$ cat src/hdl/psrc_pkg.sv
package psrc_pkg;

  // ---------------------------------------------------------------
  // Register map (data-space offsets)
  // ---------------------------------------------------------------
  localparam logic [7:0] PSRC_SLEEP_CONTROL_OFS = 8'h53;
  localparam logic [7:0] PSRC_MCU_CONTROL_OFS = 8'h55;
  localparam logic [7:0] PSRC_POWER_REDUCTION_OFS = 8'h64;
  localparam logic [7:0] PSRC_IO_SPACE_BASE = 8'h20;
  localparam logic [7:0] PSRC_IO_SPACE_LAST = 8'h3f;

  // ---------------------------------------------------------------
  // Reset values and writable masks
  // ---------------------------------------------------------------
  localparam logic [7:0] PSRC_SLEEP_CONTROL_RST = 8'h00;
  localparam logic [7:0] PSRC_MCU_CONTROL_RST = 8'h00;
  localparam logic [7:0] PSRC_POWER_REDUCTION_RST = 8'h00;
  localparam logic [7:0] PSRC_SLEEP_CONTROL_MASK = 8'h0f;
  localparam logic [7:0] PSRC_MCU_CONTROL_MASK = 8'h73;
  localparam logic [7:0] PSRC_POWER_REDUCTION_MASK = 8'hef;

  // ---------------------------------------------------------------
  // Field positions
  // ---------------------------------------------------------------
  localparam int PSRC_SE_BIT = 0;
  localparam int PSRC_SM_LO = 1;
  localparam int PSRC_SM_HI = 3;
  localparam int PSRC_VECTOR_CHANGE_ENABLE_BIT = 0;
  localparam int PSRC_VECTOR_TABLE_SELECT_BIT = 1;
  localparam int PSRC_PUD_BIT = 4;
  localparam int PSRC_BROWNOUT_SLEEP_CHANGE_ENABLE_BIT = 5;
  localparam int PSRC_BROWNOUT_SLEEP_DISABLE_BIT = 6;
  localparam int PSRC_GATE_CONV_BIT = 0;
  localparam int PSRC_GATE_TIMER2_BIT = 6;

  // ---------------------------------------------------------------
  // Timing counts in clock cycles
  // ---------------------------------------------------------------
  localparam logic [2:0] PSRC_WINDOW_CYCLES = 3'd4;
  localparam logic [2:0] PSRC_BROWNOUT_SLEEP_DISABLE_DELAY_CYCLES = 3'd3;
  localparam logic [2:0] PSRC_BROWNOUT_SLEEP_DISABLE_ACTIVE_CYCLES = 3'd3;

  // ---------------------------------------------------------------
  // Sleep modes
  // ---------------------------------------------------------------
  typedef enum logic [2:0] {
    PSRC_SM_IDLE = 3'b000,
    PSRC_SM_NOISE = 3'b001,
    PSRC_SM_PDOWN = 3'b010,
    PSRC_SM_PSAVE = 3'b011,
    PSRC_SM_RSVD4 = 3'b100,
    PSRC_SM_RSVD5 = 3'b101,
    PSRC_SM_STBY = 3'b110,
    PSRC_SM_XSTBY = 3'b111
  } psrc_sleep_mode_t;

  // CPU register access bundle
  typedef struct packed {
    logic rd;
    logic wr;
    logic io_space;
    logic [7:0] addr;
    logic [7:0] wdata;
  } psrc_cpu_req_t;

  // Sleep request result to the clock controller
  typedef struct packed {
    logic enter;
    logic [2:0] mode;
    logic bod_off;
  } psrc_sleep_cmd_t;

endpackage : psrc_pkg

$ cat src/hdl/psrc_power_sleep_reset_control.sv
`timescale 1ns/1ps
// Notes on behaviour
// - Sleep only when sleep enable bit set
// - Mode field selects six modes, two reserved
// - Brown-out disable needs two-write timed sequence
// - Disable active after three, clears after three
// - Detector off only if sleep during active
// - Global pull-up disable overrides all pull-ups
// - Vector select picks flash start or boot
// - Vector change needs enable then select write
// - Interrupts blocked during vector change sequence
// - Change enable self-clears after four cycles
// - Boot locks block interrupts by code section
// - Power-reduction bits stop peripheral clocks
// - Timer 2 gated only when clocked synchronously
// - Gated timer resumes from its held state
// - Converter gated blocks comparator mux use
// - I/O-space address is data offset minus 0x20
// - Reset returns registers to initial values
// - Ports reset at once without clock
// - Delay counter stretches reset after sources release
// - Four reset sources: power, pin, watchdog, brown-out
// - Watchdog pulse one cycle; delay starts after
module psrc_power_sleep_reset_control #(
  parameter int TIMEOUT_W = 16
) (
  // Clock and raw asynchronous reset sources
  input wire logic clock_i,
  input wire logic rst_i,
  input wire logic power_on_rst_i,
  input wire logic ext_rst_pin_n_i,
  input wire logic brownout_rst_i,
  input wire logic watchdog_rst_pulse_i,
  // Fuse and lock settings
  input wire logic [TIMEOUT_W-1:0] timeout_cycles_i,
  input wire logic app_side_boot_lock_i,
  input wire logic boot_side_boot_lock_i,
  input wire logic timer2_async_select_i,
  // CPU side
  input wire psrc_pkg::psrc_cpu_req_t cpu_req_i,
  input wire logic sleep_instr_i,
  input wire logic exec_in_boot_i,
  output logic [7:0] cpu_rdata_o,
  output logic cpu_hit_o,
  output logic irq_block_o,
  output logic vectors_in_boot_o,
  output logic core_rst_o,
  output logic port_rst_o,
  // Sleep and power control
  output psrc_pkg::psrc_sleep_cmd_t sleep_cmd_o,
  output logic global_pullup_disable_o,
  output logic [7:0] clock_gate_o,
  output logic comparator_mux_block_o
);
  import psrc_pkg::*;

  // ---------------------------------------------------------------
  // Reset sources
  // ---------------------------------------------------------------
  // Any source forces ports and the stretch counter at once
  // rst_i joins the hardware sources so a bench or system reset
  // takes the same clockless path as the pins and detectors
  wire any_src_w = rst_i | power_on_rst_i | ~ext_rst_pin_n_i | brownout_rst_i | watchdog_rst_pulse_i;
  logic [1:0] src_sync_r; // Release synchroniser
  logic [TIMEOUT_W-1:0] stretch_r; // Delay counter
  logic core_rst_r;

  // Release is synchronised so stretch starts cleanly on clock
  always_ff @(posedge clock_i or posedge any_src_w) begin
    if (any_src_w) begin
      src_sync_r <= 2'b11;
    end else begin
      src_sync_r <= {src_sync_r[0], 1'b0};
    end
  end

  // Count starts after the watchdog pulse falls, as for all sources
  // The counter only runs once the synchroniser has drained, so a
  // source that bounces restarts the whole stretch from zero.
  // Limitation: the stretch length is sampled live, so the fuse
  // value must not change while the counter runs.
  always_ff @(posedge clock_i or posedge any_src_w) begin
    if (any_src_w) begin
      stretch_r <= '0;
      core_rst_r <= 1'b1;
    end else if (src_sync_r[1]) begin
      stretch_r <= '0;
      core_rst_r <= 1'b1;
    end else if (stretch_r < timeout_cycles_i) begin
      stretch_r <= stretch_r + 1'b1;
      core_rst_r <= 1'b1;
    end else begin
      core_rst_r <= 1'b0;
    end
  end
  assign core_rst_o = core_rst_r;
  // Ports follow the raw sources with no clock needed
  // This is the one output that is not registered: ports must let
  // go of their drivers even when no clock is running
  assign port_rst_o = any_src_w;

  // Internal register reset is the stretched reset
  wire reg_rst_w = core_rst_r;

  // ---------------------------------------------------------------
  // Address decode
  // ---------------------------------------------------------------
  // I/O-space requests carry the short address; adding the base
  // gives the data-space offset, so one compare serves both views.
  // Offsets above the I/O window have no short alias and miss.
  wire [7:0] io_addr_w = cpu_req_i.addr + PSRC_IO_SPACE_BASE;
  wire io_ok_w = cpu_req_i.addr <= PSRC_IO_SPACE_LAST;
  wire [7:0] eff_addr_w = cpu_req_i.io_space ? io_addr_w : cpu_req_i.addr;
  wire addr_ok_w = ~cpu_req_i.io_space | io_ok_w;
  wire sel_smc_w = addr_ok_w & (eff_addr_w == PSRC_SLEEP_CONTROL_OFS);
  wire sel_mcu_w = addr_ok_w & (eff_addr_w == PSRC_MCU_CONTROL_OFS);
  wire sel_prr_w = addr_ok_w & (eff_addr_w == PSRC_POWER_REDUCTION_OFS);
  wire wr_smc_w = cpu_req_i.wr & sel_smc_w;
  wire wr_mcu_w = cpu_req_i.wr & sel_mcu_w;
  wire wr_prr_w = cpu_req_i.wr & sel_prr_w;
  wire [7:0] wd_w = cpu_req_i.wdata;

  // ---------------------------------------------------------------
  // Sleep control and power reduction
  // ---------------------------------------------------------------
  logic [7:0] sleep_control_r;
  logic [7:0] power_reduction_r;

  // Stored bits masked so unused positions stay zero
  // Both registers take a whole byte per write; there is no
  // partial update, so software reads, modifies and writes back
  always_ff @(posedge clock_i or posedge reg_rst_w) begin
    if (reg_rst_w) begin
      sleep_control_r <= PSRC_SLEEP_CONTROL_RST;
      power_reduction_r <= PSRC_POWER_REDUCTION_RST;
    end else begin
      if (wr_smc_w) sleep_control_r <= wd_w & PSRC_SLEEP_CONTROL_MASK;
      if (wr_prr_w) power_reduction_r <= wd_w & PSRC_POWER_REDUCTION_MASK;
    end
  end

  // ---------------------------------------------------------------
  // Brown-out sleep disable timed sequence
  // ---------------------------------------------------------------
  logic brownout_sleep_change_enable_r; // Change enable, open for four cycles
  logic [2:0] brownout_sleep_change_enable_cnt_r;
  logic brownout_sleep_disable_pend_r; // Written, not yet active
  logic brownout_sleep_disable_act_r; // Active, detector may be switched off
  logic [2:0] brownout_sleep_disable_cnt_r;
  wire brownout_sleep_disable_arm_w = wr_mcu_w & wd_w[PSRC_BROWNOUT_SLEEP_DISABLE_BIT] & wd_w[PSRC_BROWNOUT_SLEEP_CHANGE_ENABLE_BIT];
  wire brownout_sleep_disable_set_w = wr_mcu_w & brownout_sleep_change_enable_r & wd_w[PSRC_BROWNOUT_SLEEP_DISABLE_BIT] & ~wd_w[PSRC_BROWNOUT_SLEEP_CHANGE_ENABLE_BIT];

  // Second write only counts inside the change window
  // The arm write opens a four-cycle window; the set write must
  // clear the change enable in the same byte or it is ignored.
  // Pending then active each last three cycles, and a fresh set
  // write restarts the pending phase rather than extending it.
  always_ff @(posedge clock_i or posedge reg_rst_w) begin
    if (reg_rst_w) begin
      brownout_sleep_change_enable_r <= 1'b0;
      brownout_sleep_change_enable_cnt_r <= 3'd0;
      brownout_sleep_disable_pend_r <= 1'b0;
      brownout_sleep_disable_act_r <= 1'b0;
      brownout_sleep_disable_cnt_r <= 3'd0;
    end else begin
      if (brownout_sleep_disable_arm_w) begin
        brownout_sleep_change_enable_r <= 1'b1;
        brownout_sleep_change_enable_cnt_r <= PSRC_WINDOW_CYCLES - 3'd1;
      end else if (brownout_sleep_disable_set_w || brownout_sleep_change_enable_cnt_r == 3'd0) begin
        brownout_sleep_change_enable_r <= 1'b0;
      end else begin
        brownout_sleep_change_enable_cnt_r <= brownout_sleep_change_enable_cnt_r - 3'd1;
      end
      if (brownout_sleep_disable_set_w) begin
        brownout_sleep_disable_pend_r <= 1'b1;
        brownout_sleep_disable_act_r <= 1'b0;
        brownout_sleep_disable_cnt_r <= PSRC_BROWNOUT_SLEEP_DISABLE_DELAY_CYCLES - 3'd1;
      end else if (brownout_sleep_disable_pend_r) begin
        if (brownout_sleep_disable_cnt_r == 3'd0) begin
          brownout_sleep_disable_pend_r <= 1'b0;
          brownout_sleep_disable_act_r <= 1'b1;
          brownout_sleep_disable_cnt_r <= PSRC_BROWNOUT_SLEEP_DISABLE_ACTIVE_CYCLES - 3'd1;
        end else begin
          brownout_sleep_disable_cnt_r <= brownout_sleep_disable_cnt_r - 3'd1;
        end
      end else if (brownout_sleep_disable_act_r) begin
        if (brownout_sleep_disable_cnt_r == 3'd0) begin
          brownout_sleep_disable_act_r <= 1'b0;
        end else begin
          brownout_sleep_disable_cnt_r <= brownout_sleep_disable_cnt_r - 3'd1;
        end
      end
    end
  end

  // ---------------------------------------------------------------
  // Vector select timed sequence
  // ---------------------------------------------------------------
  logic vector_change_enable_r;
  logic [2:0] vector_change_enable_cnt_r;
  logic vector_table_select_r;
  logic pud_r;
  logic post_sel_r; // Covers the instruction after the select write
  wire vector_change_enable_set_w = wr_mcu_w & wd_w[PSRC_VECTOR_CHANGE_ENABLE_BIT];
  wire vector_table_select_wr_w = wr_mcu_w & vector_change_enable_r & ~wd_w[PSRC_VECTOR_CHANGE_ENABLE_BIT];

  // Change enable dies after four cycles or on the select write
  // Pull-up disable shares the byte and follows every write, which
  // is why the select write must carry the pull-up bit it wants.
  // post_sel_r stretches the block over the next instruction.
  always_ff @(posedge clock_i or posedge reg_rst_w) begin
    if (reg_rst_w) begin
      vector_change_enable_r <= 1'b0;
      vector_change_enable_cnt_r <= 3'd0;
      vector_table_select_r <= 1'b0;
      pud_r <= 1'b0;
      post_sel_r <= 1'b0;
    end else begin
      if (wr_mcu_w) pud_r <= wd_w[PSRC_PUD_BIT];
      if (vector_table_select_wr_w) vector_table_select_r <= wd_w[PSRC_VECTOR_TABLE_SELECT_BIT];
      post_sel_r <= vector_table_select_wr_w;
      if (vector_change_enable_set_w) begin
        vector_change_enable_r <= 1'b1;
        vector_change_enable_cnt_r <= PSRC_WINDOW_CYCLES - 3'd1;
      end else if (vector_table_select_wr_w || vector_change_enable_cnt_r == 3'd0) begin
        vector_change_enable_r <= 1'b0;
      end else begin
        vector_change_enable_cnt_r <= vector_change_enable_cnt_r - 3'd1;
      end
    end
  end

  // Block from the enabling cycle; the core's I flag is untouched
  // Lock-driven blocking is a level, not a sequence: it holds for
  // as long as code runs from the protected side of the flash
  wire lock_block_w = (vector_table_select_r & app_side_boot_lock_i & ~exec_in_boot_i) |
                      (~vector_table_select_r & boot_side_boot_lock_i & exec_in_boot_i);
  wire irq_block_w = vector_change_enable_set_w | vector_change_enable_r | post_sel_r | lock_block_w;

  // ---------------------------------------------------------------
  // Sleep entry
  // ---------------------------------------------------------------
  // Reserved mode codes make the sleep instruction a no-op, the
  // same as a clear enable bit, so no half-defined state is entered
  wire [2:0] sm_w = sleep_control_r[PSRC_SM_HI:PSRC_SM_LO];
  wire sm_ok_w = (sm_w != PSRC_SM_RSVD4) && (sm_w != PSRC_SM_RSVD5);
  wire enter_w = sleep_instr_i & sleep_control_r[PSRC_SE_BIT] & sm_ok_w;
  wire bod_off_w = enter_w & brownout_sleep_disable_act_r;

  // ---------------------------------------------------------------
  // Clock gating
  // ---------------------------------------------------------------
  // Gating only stops clocks; the peripherals keep their state,
  // so clearing a bit resumes them where they stopped
  logic [7:0] gate_w;
  always_comb begin
    gate_w = power_reduction_r;
    // Asynchronous timer 2 keeps its own clock
    gate_w[PSRC_GATE_TIMER2_BIT] = power_reduction_r[PSRC_GATE_TIMER2_BIT] & ~timer2_async_select_i;
  end

  // ---------------------------------------------------------------
  // Read data and registered outputs
  // ---------------------------------------------------------------
  // Bit 6 shows only the active phase; pending reads as zero
  wire [7:0] mcu_rd_w = {1'b0, brownout_sleep_disable_act_r, brownout_sleep_change_enable_r, pud_r, 2'b00, vector_table_select_r, vector_change_enable_r};
  wire [7:0] rd_w = sel_smc_w ? sleep_control_r :
                    sel_mcu_w ? mcu_rd_w :
                    sel_prr_w ? power_reduction_r : 8'h00;
  // Reads of any other offset return zero and no hit
  wire hit_w = cpu_req_i.rd & (sel_smc_w | sel_mcu_w | sel_prr_w);

  // All outputs but port_rst_o registered; gates only stop the clock, state is kept
  // Each output is one flop behind the state it reflects, so a
  // write shows on the gates and pull-up output a cycle later
  always_ff @(posedge clock_i or posedge reg_rst_w) begin
    if (reg_rst_w) begin
      cpu_rdata_o <= 8'h00;
      cpu_hit_o <= 1'b0;
      irq_block_o <= 1'b0;
      vectors_in_boot_o <= 1'b0;
      sleep_cmd_o <= '0;
      global_pullup_disable_o <= 1'b0;
      clock_gate_o <= 8'h00;
      comparator_mux_block_o <= 1'b0;
    end else begin
      cpu_rdata_o <= cpu_req_i.rd ? rd_w : 8'h00;
      cpu_hit_o <= hit_w;
      irq_block_o <= irq_block_w;
      vectors_in_boot_o <= vector_table_select_r;
      sleep_cmd_o <= '{enter: enter_w, mode: sm_w, bod_off: bod_off_w};
      global_pullup_disable_o <= pud_r;
      clock_gate_o <= gate_w;
      comparator_mux_block_o <= power_reduction_r[PSRC_GATE_CONV_BIT];
    end
  end

endmodule : psrc_power_sleep_reset_control

$ cat config.mk
export PLATFORM = sky130hd
export DESIGN_NAME = psrc_power_sleep_reset_control
export DESIGN_NICKNAME = d
export VERILOG_FILES = /design/src/hdl/psrc_pkg.sv /design/src/hdl/psrc_power_sleep_reset_control.sv
export SDC_FILE = /design/constraint.sdc
export NUM_CORES = 1
export LEC_CHECK = 0
export ABC_CLOCK_PERIOD_IN_PS = 6300
export BUFFER_PORTS_ARGS = -buffer_cell sky130_fd_sc_hd__buf_2
export CAP_MARGIN = 40
export CORE_MARGIN = 5
export CORE_UTILIZATION = 59
export CTS_CLUSTER_DIAMETER = 30
export DETAILED_ROUTE_END_ITERATION = 16
export PLACE_DENSITY = 0.9
export SYNTH_ARGS = -nofsm -noshare
export SYNTH_HDL_FRONTEND = slang
export SYNTH_SLANG_ARGS = --single-unit
$ cat constraint.sdc
create_clock -name clock_i -period 6.3 [get_ports clock_i]
set_clock_uncertainty 0.1 [all_clocks]
set_input_delay 1.26 -clock clock_i [delete_from_list [all_inputs] [get_ports clock_i]]
set_output_delay 1.26 -clock clock_i [all_outputs]
set_load 0.01 [all_outputs]
[Word level (Yosys, flattened, before mapping)]
Index checks and enable logic that the tools add are counted.
Word-level totals
  bits of input ports: 46
  logic and storage cells: 122
  register bits after elaboration: 71
  output and inout bits: 28
Operators by class
  add/subtract/negate cells: 5
  $lt $le $gt $ge: 2
  reduce and logical (&&, ||, !) cells: 11
  muxes and demuxes: 29
  eq/ne operators: 9
  bitwise gates (word level): 41
Operator list (count)
  two-way mux 8 bit: 5
  two-way mux 16 bit: 2
  two-way mux 3 bit: 9
  equality test 8 x 7 -> 1 bit (second input constant): 3
  AND 1 bit: 23
  adder 16 x 1 -> 16 bit (second input constant): 1
  less-than comparator 16 bit: 1
  two-way mux 1 bit: 13
  OR 1 bit: 11
  zero test 3 bit: 3
  != test 3 bit (second input constant): 3
  subtractor 3 x 1 -> 3 bit (second input constant): 3
  adder 8 x 6 -> 8 bit (second input constant): 1
  <= comparator 8 x 6 -> 1 bit (second input constant): 1
  NOT 1 bit: 7
  nonzero test 2 bit: 3
  != test 2 bit (second input constant): 2
  != test 3 x 1 -> 1 bit (second input constant): 1
  nonzero test 3 bit: 1
  logical OR 1 bit: 2
  AND reduction 2 bit: 1
  logical AND 1 bit: 1

[Depth between registers and ports, before layout]
  depth after elaboration: 11
  depth in mapped cells: 10
  mapped depth without buffers: 8

[Worst setup path before layout]
OpenSTA, ideal clock, no wires.
  path type: in2out
  start point: input rst_i
  end point: output port_rst_o
  path slack: 1.225 ns
  arrival: 3.715 ns
  path buffers: 0
  stages on the path: 3
  cells stage by stage: nand2b_1 > nor4_1 > inv_1
On the way
  longest elaborated chain between the ends: 4
RTL lines
  start, declared: RTL line psrc_power_sleep_reset_control.sv:29  | input wire logic rst_i,
  OR 1 bit (4 in series): RTL line psrc_power_sleep_reset_control.sv:63  | wire any_src_w = rst_i | power_on_rst_i | ~ext_rst_pin_n_i | brownout_rst_i | watchdog_rst_pulse_i;
  end, declared: RTL line psrc_power_sleep_reset_control.sv:48  | output logic port_rst_o,
No other way between the ends.

[Final worst setup path]
Ends and elaborated chain as after synthesis.

==> run metrics <==
outcome=complete, no violations; htree depth=3; setup violators final=0; endpoint class of the critical path=output pin; ys flop type=dfrtp_1; Netlist cell types=55; CTS Buf Count=9; vias in the first global route=2830; initial antenna violation count=0; maxcap violations=0; vias per cell=5.75; worst skew pair latency=350 ps; final worst slack=2810 ps; Final HPWL DP=5720 um; slowest stage cell on the critical path=buf_4; crit start category=primary input; GRT Total Usage=0.214; Max FO, Critical Path=20; Worst Path Arrival=2130 ps; pre-CTS setup slack=2710 ps; syn_area_per_cell=10.5 um2; number of enable flip-flop cells after synthesis=0; #FFs+latches synth=70; CP cell instances=buf_2, nand2b_1, nor4_2, buf_4, inv_1, buf_2; Die Y=86.7 um; drt pass-1 iters=4; 1st-iter DRT viols=181; Peak Freq=0.286 GHz; Clock transition at path regs=70 ps; reg2reg start=stretch_r[13]$_DFFE_PP0P_; worst r2r path cells=7; post-cts resize count=0; layout cell share with drive strength beyond 1=0.280; crit path kind=in -> out; Setup Fix Bufs, Post-CTS=0; largest area contributor in the netlist=dfrtp_1; worst min path class=reg -> async; RSZ-0062 raised after global routing=no; Slew @ Worst Pin=852 ps; Cell Area, Synth=3470 um2; P_leak=2.16 nW; final hold violations=0; Inst Count DP=473; CTS Buffer Depth=2; starting density of the core=0.597; Most common cell on crit path=buf_2; Worst Setup EP=port_rst_o; CTS Sinks=70; setup slack, reg-to-reg=3600 ps; TritonCTS clock tree=built; total gr overflow=0; synthesis-to-finish area growth=18.8%; CTS hold repair buffers=0; Yosys warning total=0; wire per inst=15.3 um; first-pass GRT wire length=12500 um; min Tclk post-route=3490 ps; max-slew violation count=0; layout net count=478; top post-synthesis cells by area=dfrtp_1 (48%), ha_1 (8.3%), mux2_2 (4.9%); total die area=7520 um2; post-synthesis async set-or-reset flop share=1.00; Buffers on Ports=72; Synth top area share=0.483; Routed Antenna Nets=0; commonest non-fill, non-tap cell in the layout=buf_2; register area share after synthesis=0.506; Setup TNS=0 ps; DR DRC count=0; DR top layer=met4; ANT cells=0; Via Count=2810; CTS root buf=clkbuf_8; final std cells w/o fill=489; Rel. slew slack=0.427; met3 wire length=443 um; final wirelength=7490 um; CP startpoint=rst_i; # rows=28; commonest cells after routing, fill and taps aside=buf_2 (72), dfrtp_1 (67), inv_1 (30); Placeable Area=5820 um2; pin count of the biggest net entering global routing=34; period utilization=0.554; Slowest Stage Delay on Critical Path=310 ps; peak supply drop=211 uV; Die X=86.7 um; RePlAce Congestion=0.843; wl on met1=3090 um; io pins=74; Synth Instances=330; wire length on met2=3770 um; Crit Reg-Reg Endpoint=stretch_r[10]$_DFFE_PP0P_; worst path required time=4940 ps; cell area power density=259 nW/um2
synth_stat cells, drive strengths merged (4+ instances only):
master	count
dfrtp	67
inv	31
ha	23
nand2	21
nor2	20
o21ai	19
a21oi	15
mux2	15
nand3	12
nand2b	10
nor2b	10
nand4	8
or4	8
a22oi	5
nor3	5
o31ai	5
and3	4
buf	4
clkbuf	4
or3	4
where the power goes:
group	internal, W	switching, W	total, W
sequential	0.000490	0.0000239	0.000514
clock	0.000204	0.000160	0.000364
combinational	0.0000950	0.0000946	0.000190
critical path, delay by kind of cell:
| family | cells | cell delay [ps] |
|---|---|---|
| buffers and inverters | 4 | 600 |
| and+or+nand+nor | 2 | 280 |
cells by family after synthesis:
kind of cell               synth area share
and+or+nand+nor                       0.178
DFF                                   0.506
AOI/OAI and AO/OA                     0.119
buffers and inverters                0.0468
adders and majority gates            0.0829
muxes                                0.0515
xor gates and xnor gates             0.0151
other                               0.00108
through the flow:
stage | utilization | power (W) | hold WS [ps] | area, um2
global placement | 0.671 | 0.000693 | 248 | 3910
finish | 0.710 | 0.00107 | 159 | 4130
detailed placement | 0.675 | 0.000713 | 173 | 3930
floorplan | - | 0.000656 | 245 | 3480
CTS | 0.710 | 0.00108 | 170 | 4130
global route | 0.710 | 0.00113 | 205 | 4130
how the worst min path moves through the flow:
stage                       startpoint                                         to  slack (ps)  cells past startpoint
3_5_place_dp      core_rst_o$_DFF_PP1_  vector_change_enable_cnt_r[1]$_DFFE_PP0P_         170                      1
3_3_place_gp   src_sync_r[0]$_DFF_PP1_                    src_sync_r[1]$_DFF_PP1_         250                      0
4_1_cts           core_rst_o$_DFF_PP1_          global_pullup_disable_o$_DFF_PP0_         170                      1
6_report          core_rst_o$_DFF_PP1_                  clock_gate_o[1]$_DFF_PP0_         160                      1
2_1_floorplan  src_sync_r[0]$_DFF_PP1_                    src_sync_r[1]$_DFF_PP1_         250                      0
5_1_grt           core_rst_o$_DFF_PP1_             sleep_control_r[1]$_DFFE_PP0P_         210                      1
layer usage:
| layer | vias to the layer above | global-route usage |
|---|---|---|
| met3 | 18 | 0.0646 |
| li1 | 1328 | - |
| met5 | - | 0 |
| met1 | 1369 | 0.257 |
| met2 | 95 | 0.360 |
| met4 | 0 | 0.0892 |
flip-flops by register name (all words and copies together), names as in the netlist, 2 cells and up:
register,cells
brownout_sleep_change_enable_cnt_r,3
brownout_sleep_disable_cnt_r,3
clock_gate_o,7
cpu_rdata_o,8
power_reduction_r,7
sleep_cmd_o,5
sleep_control_r,4
src_sync_r,2
stretch_r,16
vector_change_enable_cnt_r,3
cell type report:
cell class | instances | area (um2)
timing repair buffer | 75 | 395
tap | 75 | 93.8
multi-input combinational | 222 | 1560
clock inverter | 3 | 42.5
sequential | 70 | 1760
clock buffer | 13 | 159
inverter | 31 | 116
fill | 432 | 1690
(Power assumes the default switching activity.)
